## config.mk

```make
export PLATFORM = sky130hd
export DESIGN_NAME = ddsc_top
export DESIGN_NICKNAME = d
export VERILOG_FILES = /design/src/core/ddsc_sync.v /design/src/core/ddsc_top.v
export VERILOG_INCLUDE_DIRS = /design/src /design/src/core
export SDC_FILE = /design/constraint.sdc
export NUM_CORES = 1
export LEC_CHECK = 0
export BUFFER_PORTS_ARGS = -buffer_cell sky130_fd_sc_hd__buf_2
export CORE_MARGIN = 3
export CORE_UTILIZATION = 48
export CTS_CLUSTER_SIZE = 12
export DETAILED_ROUTE_END_ITERATION = 8
export GPL_TIMING_DRIVEN = 0
export PLACE_DENSITY = 0.76
export SYNTH_ARGS = -nofsm -noshare
export SYNTH_HDL_FRONTEND = slang
export SYNTH_SLANG_ARGS = --single-unit
```

## constraint.sdc

```tcl
create_clock -name clock_i -period 1.9 [get_ports clock_i]
set_input_delay 0.095 -clock clock_i [delete_from_list [all_inputs] [get_ports clock_i]]
set_output_delay 0.095 -clock clock_i [all_outputs]
set_load 0.05 [all_outputs]
```

## src/core/ddsc_map.vh

```
// Register map and timing constants for the disk drive status control block
`ifndef DDSC_MAP_VH
`define DDSC_MAP_VH
`define DDSC_CLK_HZ        10000000
`define DDSC_SPINUP_MS     500
`define DDSC_SPINUP_CYC    (`DDSC_CLK_HZ / 1000 * `DDSC_SPINUP_MS)
`define DDSC_SPINUP_W      23
`define DDSC_SPIN_INIT     23'h000000
`define DDSC_ADDR_W        5
`define DDSC_ADDR_CTRL     5'h00
`define DDSC_ADDR_STAT     5'h04
`define DDSC_ADDR_IRQ      5'h08
`define DDSC_ADDR_MASK     5'h0C
`define DDSC_ADDR_SENSE    5'h10
`define DDSC_CTRL_UNIT_LO  0
`define DDSC_CTRL_UNIT_HI  1
`define DDSC_CTRL_TWOSIDE  2
`define DDSC_CTRL_RDYOPT   3
`define DDSC_CTRL_RESET    4'h4
`define DDSC_IRQ_INDEX     0
`define DDSC_IRQ_TRK00     1
`define DDSC_IRQ_READY     2
`define DDSC_IRQ_LOCK      3
`define DDSC_IRQ_W         4
`define DDSC_IRQ_ZERO      4'h0
`define DDSC_RESP_OKAY     2'h0
`define DDSC_RESP_SLVERR   2'h2
`endif

```

## src/core/ddsc_sync.v

```verilog
// Three-stage input synchroniser with agreement qualification
`timescale 1ns/1ps
`default_nettype none
module ddsc_sync (
  // Clock and reset
  input  wire clock_i,
  input  wire resetn_i,
  // Raw input and resolved level
  input  wire din_i,
  output reg  dout_o
);
  reg s1;
  reg s2;
  reg s3;
  always @(posedge clock_i or negedge resetn_i) begin
    if (!resetn_i) begin
      s1     <= 1'b1;
      s2     <= 1'b1;
      s3     <= 1'b1;
      dout_o <= 1'b1;
    end else begin
      s1 <= din_i;
      s2 <= s1;
      s3 <= s2;
      if (s2 == s3) begin
        dout_o <= s3;
      end
    end
  end
endmodule
`default_nettype wire

```

## src/core/ddsc_top.v

```verilog
// Drive-side spindle, head engage and status line logic with AXI4-Lite registers
`timescale 1ns/1ps
`default_nettype none
`include "ddsc_map.vh"
// What this block does
// - Spindle turns while run request low
// - Spindle request ignores unit pick line
// - Engage needs request, turning media, ready low
// - Engage only two-sided, never without media
// - Index output low on index hole
// - Outer track flag low at track 00
// - Lock output low when notch covered
// - Optional ready low while disk turns
// - Ready goes busy-to-ready on index detection
// - Only picked drive engages head and drives status lines
module ddsc_top (
  // Clock and reset
  input  wire        clock_i,
  input  wire        resetn_i,
  // Host interface lines, active low, with active-high output enables
  input  wire [3:0]  unit_pick_n_i,
  input  wire        spin_req_n_i,
  input  wire        engage_req_n_i,
  output reg         index_n_o,
  output reg         index_n_oe_o,
  output reg         outer_trk_n_o,
  output reg         outer_trk_n_oe_o,
  output reg         media_lock_n_o,
  output reg         media_lock_n_oe_o,
  output reg         ready_n_o,
  output reg         ready_n_oe_o,
  // Drive mechanics
  input  wire        index_sense_n_i,
  input  wire        trk00_sense_n_i,
  input  wire        notch_covered_i,
  input  wire        media_present_i,
  output reg         spindle_on_o,
  output reg         head_engaged_o,
  // AXI4-Lite slave
  input  wire [4:0]  s_axi_awaddr,
  input  wire        s_axi_awvalid,
  output wire        s_axi_awready,
  input  wire [31:0] s_axi_wdata,
  input  wire [3:0]  s_axi_wstrb,
  input  wire        s_axi_wvalid,
  output wire        s_axi_wready,
  output reg  [1:0]  s_axi_bresp,
  output reg         s_axi_bvalid,
  input  wire        s_axi_bready,
  input  wire [4:0]  s_axi_araddr,
  input  wire        s_axi_arvalid,
  output wire        s_axi_arready,
  output reg  [31:0] s_axi_rdata,
  output reg  [1:0]  s_axi_rresp,
  output reg         s_axi_rvalid,
  input  wire        s_axi_rready,
  // Interrupt
  output wire        irq_o
);
  // Synchronised sensor and host inputs
  wire       idx_s;
  wire       trk_s;
  wire       notch_s;
  wire       media_s;
  wire       spin_s;
  wire       eng_s;
  wire [3:0] pick_s;
  ddsc_sync u_idx (.clock_i(clock_i), .resetn_i(resetn_i),
    .din_i(index_sense_n_i), .dout_o(idx_s));
  ddsc_sync u_trk (.clock_i(clock_i), .resetn_i(resetn_i),
    .din_i(trk00_sense_n_i), .dout_o(trk_s));
  ddsc_sync u_notch (.clock_i(clock_i), .resetn_i(resetn_i),
    .din_i(~notch_covered_i), .dout_o(notch_s));
  ddsc_sync u_media (.clock_i(clock_i), .resetn_i(resetn_i),
    .din_i(~media_present_i), .dout_o(media_s));
  ddsc_sync u_spin (.clock_i(clock_i), .resetn_i(resetn_i),
    .din_i(spin_req_n_i), .dout_o(spin_s));
  ddsc_sync u_eng (.clock_i(clock_i), .resetn_i(resetn_i),
    .din_i(engage_req_n_i), .dout_o(eng_s));
  genvar gi;
  generate
    for (gi = 0; gi < 4; gi = gi + 1) begin : g_pick
      ddsc_sync u_pick (.clock_i(clock_i), .resetn_i(resetn_i),
        .din_i(unit_pick_n_i[gi]), .dout_o(pick_s[gi]));
    end
  endgenerate

  // Control register
  reg [3:0] ctrl;
  wire [1:0] unit_num = ctrl[`DDSC_CTRL_UNIT_HI:`DDSC_CTRL_UNIT_LO];
  wire       two_side = ctrl[`DDSC_CTRL_TWOSIDE];
  wire       rdy_opt  = ctrl[`DDSC_CTRL_RDYOPT];
  wire       picked   = ~pick_s[unit_num];
  wire       present  = ~media_s;

  // Spindle and spin-up counter
  reg [`DDSC_SPINUP_W-1:0] spin_cnt;
  reg                      idx_prev;
  reg                      rdy_int_n;
  wire                     idx_fall = idx_prev & ~idx_s;
  wire                     turning  = spindle_on_o & present &
                                      (spin_cnt == `DDSC_SPINUP_CYC);
  always @(posedge clock_i or negedge resetn_i) begin
    if (!resetn_i) begin
      spindle_on_o <= 1'b0;
      spin_cnt     <= `DDSC_SPIN_INIT;
      idx_prev     <= 1'b1;
      rdy_int_n    <= 1'b1;
    end else begin
      spindle_on_o <= ~spin_s;
      idx_prev     <= idx_s;
      if (spin_s || !present) begin
        spin_cnt <= `DDSC_SPIN_INIT;
      end else if (spin_cnt != `DDSC_SPINUP_CYC) begin
        spin_cnt <= spin_cnt + 1'b1;
      end
      if (!turning) begin
        rdy_int_n <= 1'b1;
      end else if (idx_fall) begin
        rdy_int_n <= 1'b0;
      end
    end
  end

  // Head engage and host outputs
  always @(posedge clock_i or negedge resetn_i) begin
    if (!resetn_i) begin
      head_engaged_o    <= 1'b0;
      index_n_o         <= 1'b1;
      index_n_oe_o      <= 1'b0;
      outer_trk_n_o     <= 1'b1;
      outer_trk_n_oe_o  <= 1'b0;
      media_lock_n_o    <= 1'b1;
      media_lock_n_oe_o <= 1'b0;
      ready_n_o         <= 1'b1;
      ready_n_oe_o      <= 1'b0;
    end else begin
      head_engaged_o <= picked & ~eng_s & turning & ~rdy_int_n
                        & two_side & present;
      index_n_o         <= idx_s;
      index_n_oe_o      <= picked;
      outer_trk_n_o     <= trk_s;
      outer_trk_n_oe_o  <= picked;
      media_lock_n_o    <= notch_s;
      media_lock_n_oe_o <= picked;
      ready_n_o         <= rdy_int_n;
      ready_n_oe_o      <= picked & rdy_opt;
    end
  end

  // Sticky events: index hole, track 00 reached, ready, lock change
  reg         trk_prev;
  reg         rdy_prev;
  reg         lock_prev;
  reg  [3:0]  irq_stat;
  reg  [3:0]  irq_mask;
  wire [3:0]  ev;
  assign ev[`DDSC_IRQ_INDEX] = idx_fall;
  assign ev[`DDSC_IRQ_TRK00] = trk_prev & ~trk_s;
  assign ev[`DDSC_IRQ_READY] = rdy_prev & ~rdy_int_n;
  assign ev[`DDSC_IRQ_LOCK]  = lock_prev ^ notch_s;
  assign irq_o = |(irq_stat & irq_mask);

  // AXI4-Lite write path
  reg        aw_held;
  reg        w_held;
  reg [4:0]  aw_addr;
  reg [31:0] w_data;
  reg [3:0]  w_strb;
  assign s_axi_awready = ~aw_held & ~s_axi_bvalid;
  assign s_axi_wready  = ~w_held & ~s_axi_bvalid;
  wire aw_now = aw_held | s_axi_awvalid;
  wire w_now  = w_held | s_axi_wvalid;
  wire [4:0]  wa = aw_held ? aw_addr : s_axi_awaddr;
  wire [31:0] wd = w_held ? w_data : s_axi_wdata;
  wire [3:0]  ws = w_held ? w_strb : s_axi_wstrb;
  wire do_wr = aw_now & w_now & ~s_axi_bvalid;
  wire [3:0] next_ctrl = (do_wr && wa == `DDSC_ADDR_CTRL && ws[0]) ? wd[3:0] : ctrl;
  wire [3:0] next_mask = (do_wr && wa == `DDSC_ADDR_MASK && ws[0]) ? wd[3:0] : irq_mask;

  // AXI4-Lite read path
  assign s_axi_arready = ~s_axi_rvalid;
  wire do_rd   = s_axi_arvalid & ~s_axi_rvalid;
  wire rd_irq  = do_rd & (s_axi_araddr == `DDSC_ADDR_IRQ);
  reg  [31:0] rd_val;
  reg         rd_ok;
  always @* begin
    rd_val = 32'h00000000;
    rd_ok  = 1'b1;
    case (s_axi_araddr)
      `DDSC_ADDR_CTRL:  rd_val = {28'h0000000, ctrl};
      `DDSC_ADDR_STAT:  rd_val = {24'h000000, picked, head_engaged_o, turning,
                                  rdy_int_n, notch_s, trk_s, idx_s, spindle_on_o};
      `DDSC_ADDR_IRQ:   rd_val = {28'h0000000, irq_stat};
      `DDSC_ADDR_MASK:  rd_val = {28'h0000000, irq_mask};
      `DDSC_ADDR_SENSE: rd_val = {24'h000000, pick_s, eng_s, spin_s, media_s, 1'b0};
      default:          rd_ok  = 1'b0;
    endcase
  end

  always @(posedge clock_i or negedge resetn_i) begin
    if (!resetn_i) begin
      ctrl         <= `DDSC_CTRL_RESET;
      irq_mask     <= `DDSC_IRQ_ZERO;
      irq_stat     <= `DDSC_IRQ_ZERO;
      trk_prev     <= 1'b1;
      rdy_prev     <= 1'b1;
      lock_prev    <= 1'b1;
      aw_held      <= 1'b0;
      w_held       <= 1'b0;
      aw_addr      <= 5'h00;
      w_data       <= 32'h00000000;
      w_strb       <= 4'h0;
      s_axi_bvalid <= 1'b0;
      s_axi_bresp  <= `DDSC_RESP_OKAY;
      s_axi_rvalid <= 1'b0;
      s_axi_rdata  <= 32'h00000000;
      s_axi_rresp  <= `DDSC_RESP_OKAY;
    end else begin
      trk_prev  <= trk_s;
      rdy_prev  <= rdy_int_n;
      lock_prev <= notch_s;
      // Set wins over read clear
      irq_stat <= (rd_irq ? `DDSC_IRQ_ZERO : irq_stat) | ev;
      ctrl     <= next_ctrl;
      irq_mask <= next_mask;
      if (do_wr) begin
        aw_held      <= 1'b0;
        w_held       <= 1'b0;
        s_axi_bvalid <= 1'b1;
        s_axi_bresp  <= (wa == `DDSC_ADDR_CTRL || wa == `DDSC_ADDR_MASK) ?
                        `DDSC_RESP_OKAY : `DDSC_RESP_SLVERR;
      end else begin
        if (s_axi_awvalid && s_axi_awready) begin
          aw_held <= 1'b1;
          aw_addr <= s_axi_awaddr;
        end
        if (s_axi_wvalid && s_axi_wready) begin
          w_held <= 1'b1;
          w_data <= s_axi_wdata;
          w_strb <= s_axi_wstrb;
        end
        if (s_axi_bvalid && s_axi_bready) begin
          s_axi_bvalid <= 1'b0;
        end
      end
      if (do_rd) begin
        s_axi_rvalid <= 1'b1;
        s_axi_rdata  <= rd_val;
        s_axi_rresp  <= rd_ok ? `DDSC_RESP_OKAY : `DDSC_RESP_SLVERR;
      end else if (s_axi_rready) begin
        s_axi_rvalid <= 1'b0;
      end
    end
  end
endmodule
`default_nettype wire

```

# [Word level (Yosys, flattened, before mapping)]
# Cells that the tools add are included.
[totals] regBits=134 output_inout_bits=52
[op_classes] addsub=1 n_eq_ne=18 magnitude_cmp=1 bitwise=36 muxes=22 reduce_logical=20
[op_table] operator="2-to-1 mux 23 bit" n=2
[op_table] operator="case mux 8 bit (5 select lines)" n=1
[op_table] operator="adder 23 x 1 -> 23 bit (second input constant)" n=1
[op_table] operator="equality test 23 bit (second input constant)" n=1
[op_table] operator="inequality test 23 bit (second input constant)" n=1
[op_table] operator="bitwise AND 1 bit" n=17
[op_table] operator="equality test 5 x 4 -> 1 bit (second input constant)" n=3
[op_table] operator="NOT 1 bit" n=14
[op_table] operator="2-to-1 mux 1 bit" n=13
[op_table] operator="equality test 1 bit" n=10
[op_table] operator="logical NOT 5 bit" n=2
[op_table] operator="nonzero test 2 bit" n=5
[op_table] operator="2-to-1 mux 4 bit" n=2
[op_table] operator="logical AND 1 bit" n=7
[op_table] operator="equality test 5 x 3 -> 1 bit (second input constant)" n=1
[op_table] operator="equality test 5 bit (second input constant)" n=1
[op_table] operator="2-to-1 mux 5 bit" n=1
[op_table] operator="OR reduction 5 bit" n=1
[op_table] operator="bitwise AND 4 bit" n=1
[op_table] operator="2-to-1 mux 2 bit" n=2
[op_table] operator="OR 4 bit" n=1
[op_table] operator="AND reduction 2 bit" n=2
[op_table] operator="OR reduction 4 bit" n=1
[op_table] operator="less-than comparator 2 x 3 -> 1 bit (second input constant)" n=1
[op_table] operator="5 further kinds" n=7

# [Longest topological paths before layout]
# Gate-level depths: netlist of the first run.
[depth] depth_word=8 ltp_mapped=6

# [Hierarchy]
# A second synthesis of the first run with hierarchy kept.
[hier_totals] cells_unflattened=389 hier_area_um2=4725.8
[modules_own_cells] module="ddsc_top" seq_area_each_um2=1709.1 instances=1 area_per_inst_um2=3562.2 cells_per_inst=339
[modules_own_cells] module="ddsc_sync" seq_area_each_um2=105.1 instances=10 area_per_inst_um2=116.4 cells_per_inst=5

# [Worst setup path after synthesis of the first run]
# Ideal clock, no wire load.
[synth_path] path_kind="register -> register" startpoint="register s_axi_bvalid" endpoint="register aw_addr[0]" slack_ns=-0.418 stages_incl_launch_ff=5 path_buffers=1 t_required_ns=1.775 period_less_slack_ns=2.318 t_arrival_ns=2.193 setup_time_ns=0.125 cell_sequence="dfrtp_1 -> nor2_1 -> and3_1 -> clkbuf_1 -> mux2_2"
[synth_via] elab_chain_len=4 word_cells_on_any_way=6 classes_between="bitwise (4); reduce/logical (2)"
[synth_lines] element="from (decl)" line_no="ddsc_top.v:48" text="output reg s_axi_bvalid,"
[synth_lines] element="from (signal assigned)" line_no="ddsc_top.v:214" text="s_axi_bvalid <= 1'b0;"
[synth_lines] element="from (signal assigned)" line_no="ddsc_top.v:230" text="s_axi_bvalid <= 1'b1;"
[synth_lines] element="from (signal assigned)" line_no="ddsc_top.v:244" text="s_axi_bvalid <= 1'b0;"
[synth_lines] element="NOT 1 bit (*)" line_no="ddsc_top.v:170, ddsc_top.v:177"
[synth_lines] element="bitwise AND 1 bit (on tied branches)" line_no="ddsc_top.v:170, ddsc_top.v:177"
[synth_lines] element="logical AND 1 bit / NOT 1 bit (equally long branches)"
[synth_lines] element="AND reduction 2 bit (no line) (*)"
[synth_lines] element="to (signal assigned)" line_no="ddsc_top.v:236" text="aw_addr <= s_axi_awaddr;"
[synth_lines] element="to (decl)" line_no="ddsc_top.v:167" text="reg [4:0] aw_addr;"
# Every way passes the cells marked *; elsewhere a longest branch is shown, timed or not.
# A chain may end at the register's enable or synchronous reset.

# [Worst setup path after layout of the first run]
[layout_path] startpoint="register spin_cnt[15]" endpoint="register rdy_int_n"
[layout_via] elab_chain_len=3 word_cells_on_any_way=4 classes_between="eq/ne (2); mux (1); bitwise (1)"
[layout_lines] element="from (decl)" line_no="ddsc_top.v:97" text="reg [`DDSC_SPINUP_W-1:0] spin_cnt;"
[layout_lines] element="from (signal assigned)" line_no="ddsc_top.v:106" text="spin_cnt <= `DDSC_SPIN_INIT;"
[layout_lines] element="from (signal assigned)" line_no="ddsc_top.v:113" text="spin_cnt <= `DDSC_SPIN_INIT;"
[layout_lines] element="from (signal assigned)" line_no="ddsc_top.v:115" text="spin_cnt <= spin_cnt + 1'b1;"
[layout_lines] element="equality test 23 bit (no line) (*)"
[layout_lines] element="bitwise AND 1 bit (*)" line_no="ddsc_top.v:101" text="wire turning = spindle_on_o & present &"
[layout_lines] element="inequality test 2 bit (no line) / 2-to-1 mux 1 bit (equally long branches)"
[layout_lines] element="to (signal assigned)" line_no="ddsc_top.v:108" text="rdy_int_n <= 1'b1;"
[layout_lines] element="to (signal assigned)" line_no="ddsc_top.v:118" text="rdy_int_n <= 1'b1;"
[layout_lines] element="to (signal assigned)" line_no="ddsc_top.v:120" text="rdy_int_n <= 1'b0;"
[layout_lines] element="to (decl)" line_no="ddsc_top.v:99" text="reg rdy_int_n;"
# Marked as above.

==> results of run 1 <==
-- sequential cells by signal (all words and copies together) (netlist names), 4 cells and up --
signal,cells
g_pick.u_pick.s2,4
ctrl,4
aw_addr,5
g_pick.u_pick.dout_o,4
g_pick.u_pick.s3,4
w_data,4
g_pick.u_pick.s1,4
irq_mask,4
irq_stat,4
spin_cnt,23
s_axi_rdata,8
-- cell usage after synthesis (2+ instances only) --
library cell / instances
nand3_1: 10
a22oi_1: 6
o31ai_1: 2
nor2_1: 25
nand2b_1: 3
buf_4: 28
buf_2: 3
xor2_1: 12
maj3_1: 10
a31oi_1: 3
a21o_1: 2
dfstp_2: 46
mux4_2: 2
a22o_1: 4
inv_1: 17
nand2_1: 22
mux2_2: 24
clkbuf_1: 9
and3_1: 3
xnor2_1: 2
or4_1: 4
nand4_1: 9
or4_4: 2
ha_1: 2
a32oi_1: 2
a222oi_1: 2
nor4_1: 3
or3_1: 7
a21oi_1: 11
o21ai_0: 13
nor2b_1: 2
dfrtp_1: 62
nor3_1: 3
and4_1: 4
mux2i_1: 6
nor4b_1: 4
-- final timing paths --
check,slack (ns),end,from
max,-0.01,rdy_int_n,spin_cnt[15]
min,0.01,aw_addr[2],s_axi_awaddr[2]
max reg2reg,-0.01,rdy_int_n,spin_cnt[15]
min reg2reg,0.36,u_spin.s2,u_spin.s1
max in group asynchronous,0.90,ctrl[2],resetn_i
min in group asynchronous,0.28,s_axi_rdata[6],resetn_i
-- through the flow --
step | std cells | util [%] | setup WS, ns | total power, W
6_report | 640 | 61.6 | -0.0126 | 0.00590
5_1_grt | 640 | 61.6 | -0.0617 | 0.00620
4_1_cts | 634 | 60.6 | -0.0172 | 0.00593
3_5_place_dp | 596 | 56.1 | -0.106 | 0.00456
3_3_place_gp | 595 | 55.8 | -0.542 | 0.00449
2_1_floorplan | 411 | - | -0.0372 | 0.00414
-- layer usage --
metal	up-vias	track usage (%)
met4	0	5.81
met2	90	30.0
met3	15	4.76
li1	1570	-
met1	1657	23.4
met5	-	0
-- cell families after synthesis --
family                   after synthesis
AND/OR/NAND/NOR                      111
multiplexers                          32
AO/OA/AOI/OAI                         51
flip-flops                           108
buffers and inverters                 57
XOR/XNOR                              14
adder cells (fa/ha/maj)               12
other                                  1
-- layout make-up --
type / count / area share, %
Buffer: 37 / 4.34
Clock buffer: 10 / 2.21
Clock inverter: 6 / 1.02
Inverter: 17 / 1.11
Multi-Input combinational cell: 247 / 30.6
Sequential cell: 108 / 47.9
Tap cell: 129 / 2.80
Timing Repair Buffer: 86 / 10.1
-- power by group through the flow --
stage / logic (W) / clock network [W] / registers [W]
2_1_floorplan: 0.00107 / 0 / 0.00307
3_3_place_gp: 0.00160 / 0 / 0.00289
3_5_place_dp: 0.00165 / 0 / 0.00291
4_1_cts: 0.00169 / 0.00136 / 0.00288
5_1_grt: 0.00183 / 0.00146 / 0.00292
6_report: 0.00171 / 0.00131 / 0.00288
-- what timing repair did --
item / 4_1_cts / 5_1_grt
pin swaps: 1 / 3
endpoints found under the hold margin: 37 / 0
resized for setup: 3 / 13
setup buffers: 2 / 7
gates cloned: 0 / 1
setup endpoints to repair: 11 / 30
hold buffers: 21 / 0
==> flow_metrics.tcl, run 1 <==
set metrics [dict create \
    p_leak_nw 2.62 \
    worst-path-stages 3 \
    drive_gt1_share_pct 40.5 \
    setup_viol 1 \
    ff2ff_path_depth 3 \
    p_sw_w 0.00214 \
    antenna_found_initial 0 \
    worst_setup_path_end_kind "register" \
    grt_pass1_wl_um 16100 \
    yosysSeqAreaShare_pct 59.0 \
    netlist_area_mm2 0.00468 \
    synth_top_family_by_area "simple AND/OR/NAND/NOR gates" \
    synth_top_cell_area_share_pct 33.2 \
    drv_slew 0 \
    die_w_um 105 \
    die_area_mm2 0.0110 \
    synthAdderAreaFrac_pct 2.67 \
    crit_chain "or4_4, or4_4, a211o_1" \
    cts.sinks 108 \
    drtAntennaViolNets 0 \
    yosys.area_share.simple_pct 13.5 \
    antenna_cells 0 \
    layout_min_cycle_time_ns 1.91 \
    dr.max_layer_used "met4" \
    vias 3332 \
    grt_pass1_vias 3300 \
    fin_skew_ns 0.00890 \
    avgSynthCellArea_um2 12.1 \
    cts_buffers 9 \
    sequentialPowerShare_pct 48.8 \
    wl_per_cell_um 15.0 \
    rsz0062_at_grt "yes" \
    drv_cap 0 \
    vias_per_cell 5.21 \
    routed_wl_um 9600 \
    hold_viol_final 0 \
    cp_slowest_cell "or4_4" \
    drtPass1Iterations 4 \
    ir_worst_vdd_v 0.000554 \
    clock_path_buffers 2 \
    synth_flop_cell "dfrtp_1" \
    p_comb_share_pct 28.9 \
    synth_compound_area_share_pct 7.25 \
    grt_max_degree 61 \
    critPathLaunchType "register" \
    htree_levels 3 \
    timing.fmax_mhz 523 \
    dpl-instance-area_mm2 0.00526 \
    post-route-period-util_pct 101 \
    cts_tree "yes" \
    drtIter0Drc 193 \
    drc_errors 0 \
    synthArstFlopShare_pct 100 \
    synth_enable_flop_cells 0 \
    syn_to_final_growth_pct 23.3 \
    setup_ws_ns -0.0126 \
    ys_seq_elements 108 \
    worstPathMaxFanout 5 \
    wl_met1_um 4160 \
    timing.hold.ws_ns 0.0116 \
    synth_area_leaders "dfrtp_1 (33%), dfstp_2 (26%), mux2_2 (5.8%)" \
    final.setup.tns_ns -0.0126 \
    slew-limit-headroom_pct 60.2 \
    die_y_um 105 \
    portBuffers 55 \
    clkSlewWorstSetupHoldPaths_ns 0.11 \
    rows 35 \
    synth_top_area_cell "dfrtp_1" \
    status "finished, violations left" \
    routed-wl-met2_um 4820 \
    failed_checks "setup timing" \
    hold_path_class "in2reg" \
    syn_inst 386 \
    grt_overflow 0 \
    insertion_delay_ns 0.37 \
    max_stage_delay_ns 0.59 \
    hpwlAfterDp_um 6610 \
    min_path_cells 2 \
    cts_root_buf "clkbuf_8" \
    postLayoutCellArea_mm2 0.00577 \
    place_congestion 0.852 \
    io_pins 115 \
    crit_arrival_ns 2.21 \
    wl_met3_um 446 \
    core_mm2 0.00937 \
    power_density_mw_per_mm2 1020 \
    worst_slew_pin_slew_ns 0.597 \
    required_ns 2.20 \
    cp_top_family "simple AND/OR/NAND/NOR gates" \
    crit_path_frequent_cell "or4_4" \
    intPower_w 0.00376 \
    yosysWarnings 0 \
    cp_num_buf_inv 0 \
    synth_xor_area_share_pct 2.62 \
    num-nets-final 571 \
    final_cell_mix "dfrtp_1 (60), buf_2 (57), dfstp_2 (46)" \
    fill_cells 754 \
    gr-usage-all-layers_pct 18.1 \
    initial_core_util_pct 49.9 \
    clkPwrFrac_pct 22.2 \
    final-seq-area_mm2 0.00276 \
    mostFrequentLayoutCell "dfrtp_1" \
    synth_cell_type_count 53 \
    multi_input_area_mm2 0.00176 \
    criticalPathCategory "reg2reg" \
    sw_frac_of_total_pct 36.2 \
    synth_mux_area_share_pct 8.02 \
]
Note: power is estimated with default switching activity, not from simulation.
==> run 2: changes to the inputs <==
==> constraint.sdc (replaced) <==
create_clock -name clock_i -period 1.6 [get_ports clock_i]
set_input_delay 0.08 -clock clock_i [delete_from_list [all_inputs] [get_ports clock_i]]
set_output_delay 0.08 -clock clock_i [all_outputs]
set_load 0.05 [all_outputs]
==> flow_metrics.tcl, run 2 (synthesized netlist as in run 1, its figures left out) <==
set metrics [dict create \
    drive_gt1_share_pct 48.1 \
    post-route-period-util_pct 118 \
    htree_levels 3 \
    p_comb_share_pct 31.3 \
    mostFrequentLayoutCell "buf_4" \
    grt_max_degree 58 \
    core_mm2 0.00937 \
    initial_core_util_pct 49.9 \
    slew-limit-headroom_pct 57.0 \
    intPower_w 0.00469 \
    io_pins 115 \
    sequentialPowerShare_pct 46.6 \
    die_y_um 105 \
    largest_register "spin_cnt" \
    final_cell_mix "buf_4 (59), buf_2 (55), dfrtp_1 (54)" \
    clkSlewWorstSetupHoldPaths_ns 0.11 \
    routed_wl_um 10400 \
    worst_setup_path_end_kind "register" \
    p_leak_nw 2.79 \
    clkPwrFrac_pct 22.1 \
    worstPathMaxFanout 6 \
    drv_slew 0 \
    multi_input_area_mm2 0.00191 \
    final-seq-area_mm2 0.00277 \
    syn_to_final_growth_pct 31.9 \
    drtPass1Iterations 4 \
    worst_slew_pin_slew_ns 0.645 \
    criticalPathCategory "reg2reg" \
    p_sw_w 0.00268 \
    place_congestion 0.867 \
    die_w_um 105 \
    reg_top3 "spin_cnt: 23 flops, s_axi_rdata: 8 flops, aw_addr: 5 flops" \
    required_ns 1.90 \
    critPathLaunchType "register" \
    drtAntennaViolNets 0 \
    hold_path_class "in2reg" \
    status "finished, violations left" \
    cts_tree "yes" \
    cts_buffers 9 \
    drv_cap 0 \
    portBuffers 55 \
    reg2reg_from "spin_cnt[13]" \
    sw_frac_of_total_pct 36.3 \
    hpwlAfterDp_um 6630 \
    grt_overflow 0 \
    timing.fmax_mhz 530 \
    ff2ff_path_depth 4 \
    largest_register_ffs 23 \
    rsz0062_at_grt "yes" \
    drtIter0Drc 219 \
    hold_viol_final 0 \
    antenna_cells 0 \
    grt_pass1_vias 3584 \
    vias 3446 \
    power_density_mw_per_mm2 1190 \
    wl_per_cell_um 15.8 \
    r2r_end "rdy_int_n" \
    ir_worst_vdd_v 0.000838 \
    fill_cells 719 \
    fin_cells 663 \
    setup_viol 15 \
    insertion_delay_ns 0.38 \
    cts.sinks 108 \
    num-nets-final 594 \
    min_path_cells 2 \
    die_area_mm2 0.0110 \
    worstHoldStart "s_axi_awaddr[3]" \
    cts_root_buf "clkbuf_8" \
    failed_checks "setup timing" \
    hold_end "aw_addr[3]" \
    drc_errors 0 \
    setup_ws_ns -0.286 \
    dp_cells 596 \
    rows 35 \
    crit_arrival_ns 2.19 \
    gr-usage-all-layers_pct 19.3 \
    layout_min_cycle_time_ns 1.89 \
    antenna_found_initial 0 \
    vias_per_cell 5.20 \
    grt_pass1_wl_um 17100 \
    clock_path_buffers 2 \
    final_util_pct 65.8 \
    fin_skew_ns 0.0193 \
    regToRegSetupSlack_ns -0.29 \
]
run 2: cell count changes in the layout (fill, tap and decap cells not counted), moves of 3 or more:
cell / before / now
dfrtp_1: 60 / 54
dfrtp_2: 2 / 8
and4_4: 0 / 3
clkbuf_1: 5 / 2
a21oi_1: 11 / 8
a21oi_2: 0 / 3
inv_1: 17 / 14
mux2_4: 0 / 8
buf_6: 0 / 5
buf_4: 38 / 59
mux2_2: 24 / 16
run 2: area by class of cell:
| cell class | instances | share of cell area (%) |
|---|---|---|
| multi-input combinational | 246 | 31.0 |
| timing repair buffer | 110 | 12.7 |
| buffer | 37 | 4.44 |
| clock buffer | 9 | 2.01 |
| inverter | 17 | 1.09 |
| clock inverter | 7 | 1.28 |
| sequential | 108 | 44.9 |
| tap | 129 | 2.62 |
run 2: worst max-delay path by stage:
stage,cells past startpoint,to,startpoint,slack (ns)
2_1_floorplan,5,irq_mask[0],s_axi_bvalid,-0.20
3_3_place_gp,1,s_axi_rvalid,resetn_i,-0.85
3_5_place_dp,5,spin_cnt[11],spin_cnt[2],-0.29
4_1_cts,5,rdy_int_n,spin_cnt[0],-0.28
5_1_grt,4,rdy_int_n,spin_cnt[13],-0.36
6_report,4,rdy_int_n,spin_cnt[13],-0.29
run 2: layer usage:
metal / track usage, % / part of all wire [%] / vias to the layer above
li1: - / - / 1618
met1: 24.6 / 43 / 1698
met2: 32.4 / 50 / 104
met3: 3.40 / 4.5 / 26
met4: 8.25 / 2.5 / 0
met5: 0 / 0 / -
run 2: power groups by stage:
stage / logic [W] / clock network (W) / registers, W
2_1_floorplan: 0.00133 / 0 / 0.00365
3_3_place_gp: 0.00195 / 0 / 0.00345
3_5_place_dp: 0.00200 / 0 / 0.00348
4_1_cts: 0.00218 / 0.00169 / 0.00343
5_1_grt: 0.00247 / 0.00180 / 0.00349
6_report: 0.00231 / 0.00163 / 0.00343
run 2: per-stage QoR:
| stage | TNS [ns] | hold WS, ns | instance area (µm²) | power (W) | worst slack (ns) |
|---|---|---|---|---|---|
| after floorplan | -1.67 | -0.216 | 4850 | 0.00498 | -0.199 |
| after CTS | -1.76 | 0.00112 | 5990 | 0.00730 | -0.282 |
| final | -2.08 | 0.0180 | 6170 | 0.00737 | -0.286 |
| after detailed placement | -6.38 | 0.151 | 5320 | 0.00548 | -0.288 |
| after global routing | -3.58 | -0.000129 | 6170 | 0.00775 | -0.363 |
| after global placement | -51.86 | 0.185 | 5290 | 0.00541 | -0.850 |
run 2: repair_timing:
| action | CTS | global route |
|---|---|---|
| setup endpoints to repair | 36 | 31 |
| pin swaps | 9 | 15 |
| hold buffers | 22 | 0 |
| endpoints found under the hold margin | 42 | 0 |
| gates cloned | 0 | 0 |
| setup buffers | 18 | 14 |
| gates resized for setup | 36 | 23 |
run 2: worst max-delay path, cell delays in order, from the launching register on:
cell and delay [ns]:
dfrtp_1 0.48, nor4b_1 0.43, nand2_1 0.12, or4_4 0.56
a211o_1 0.24
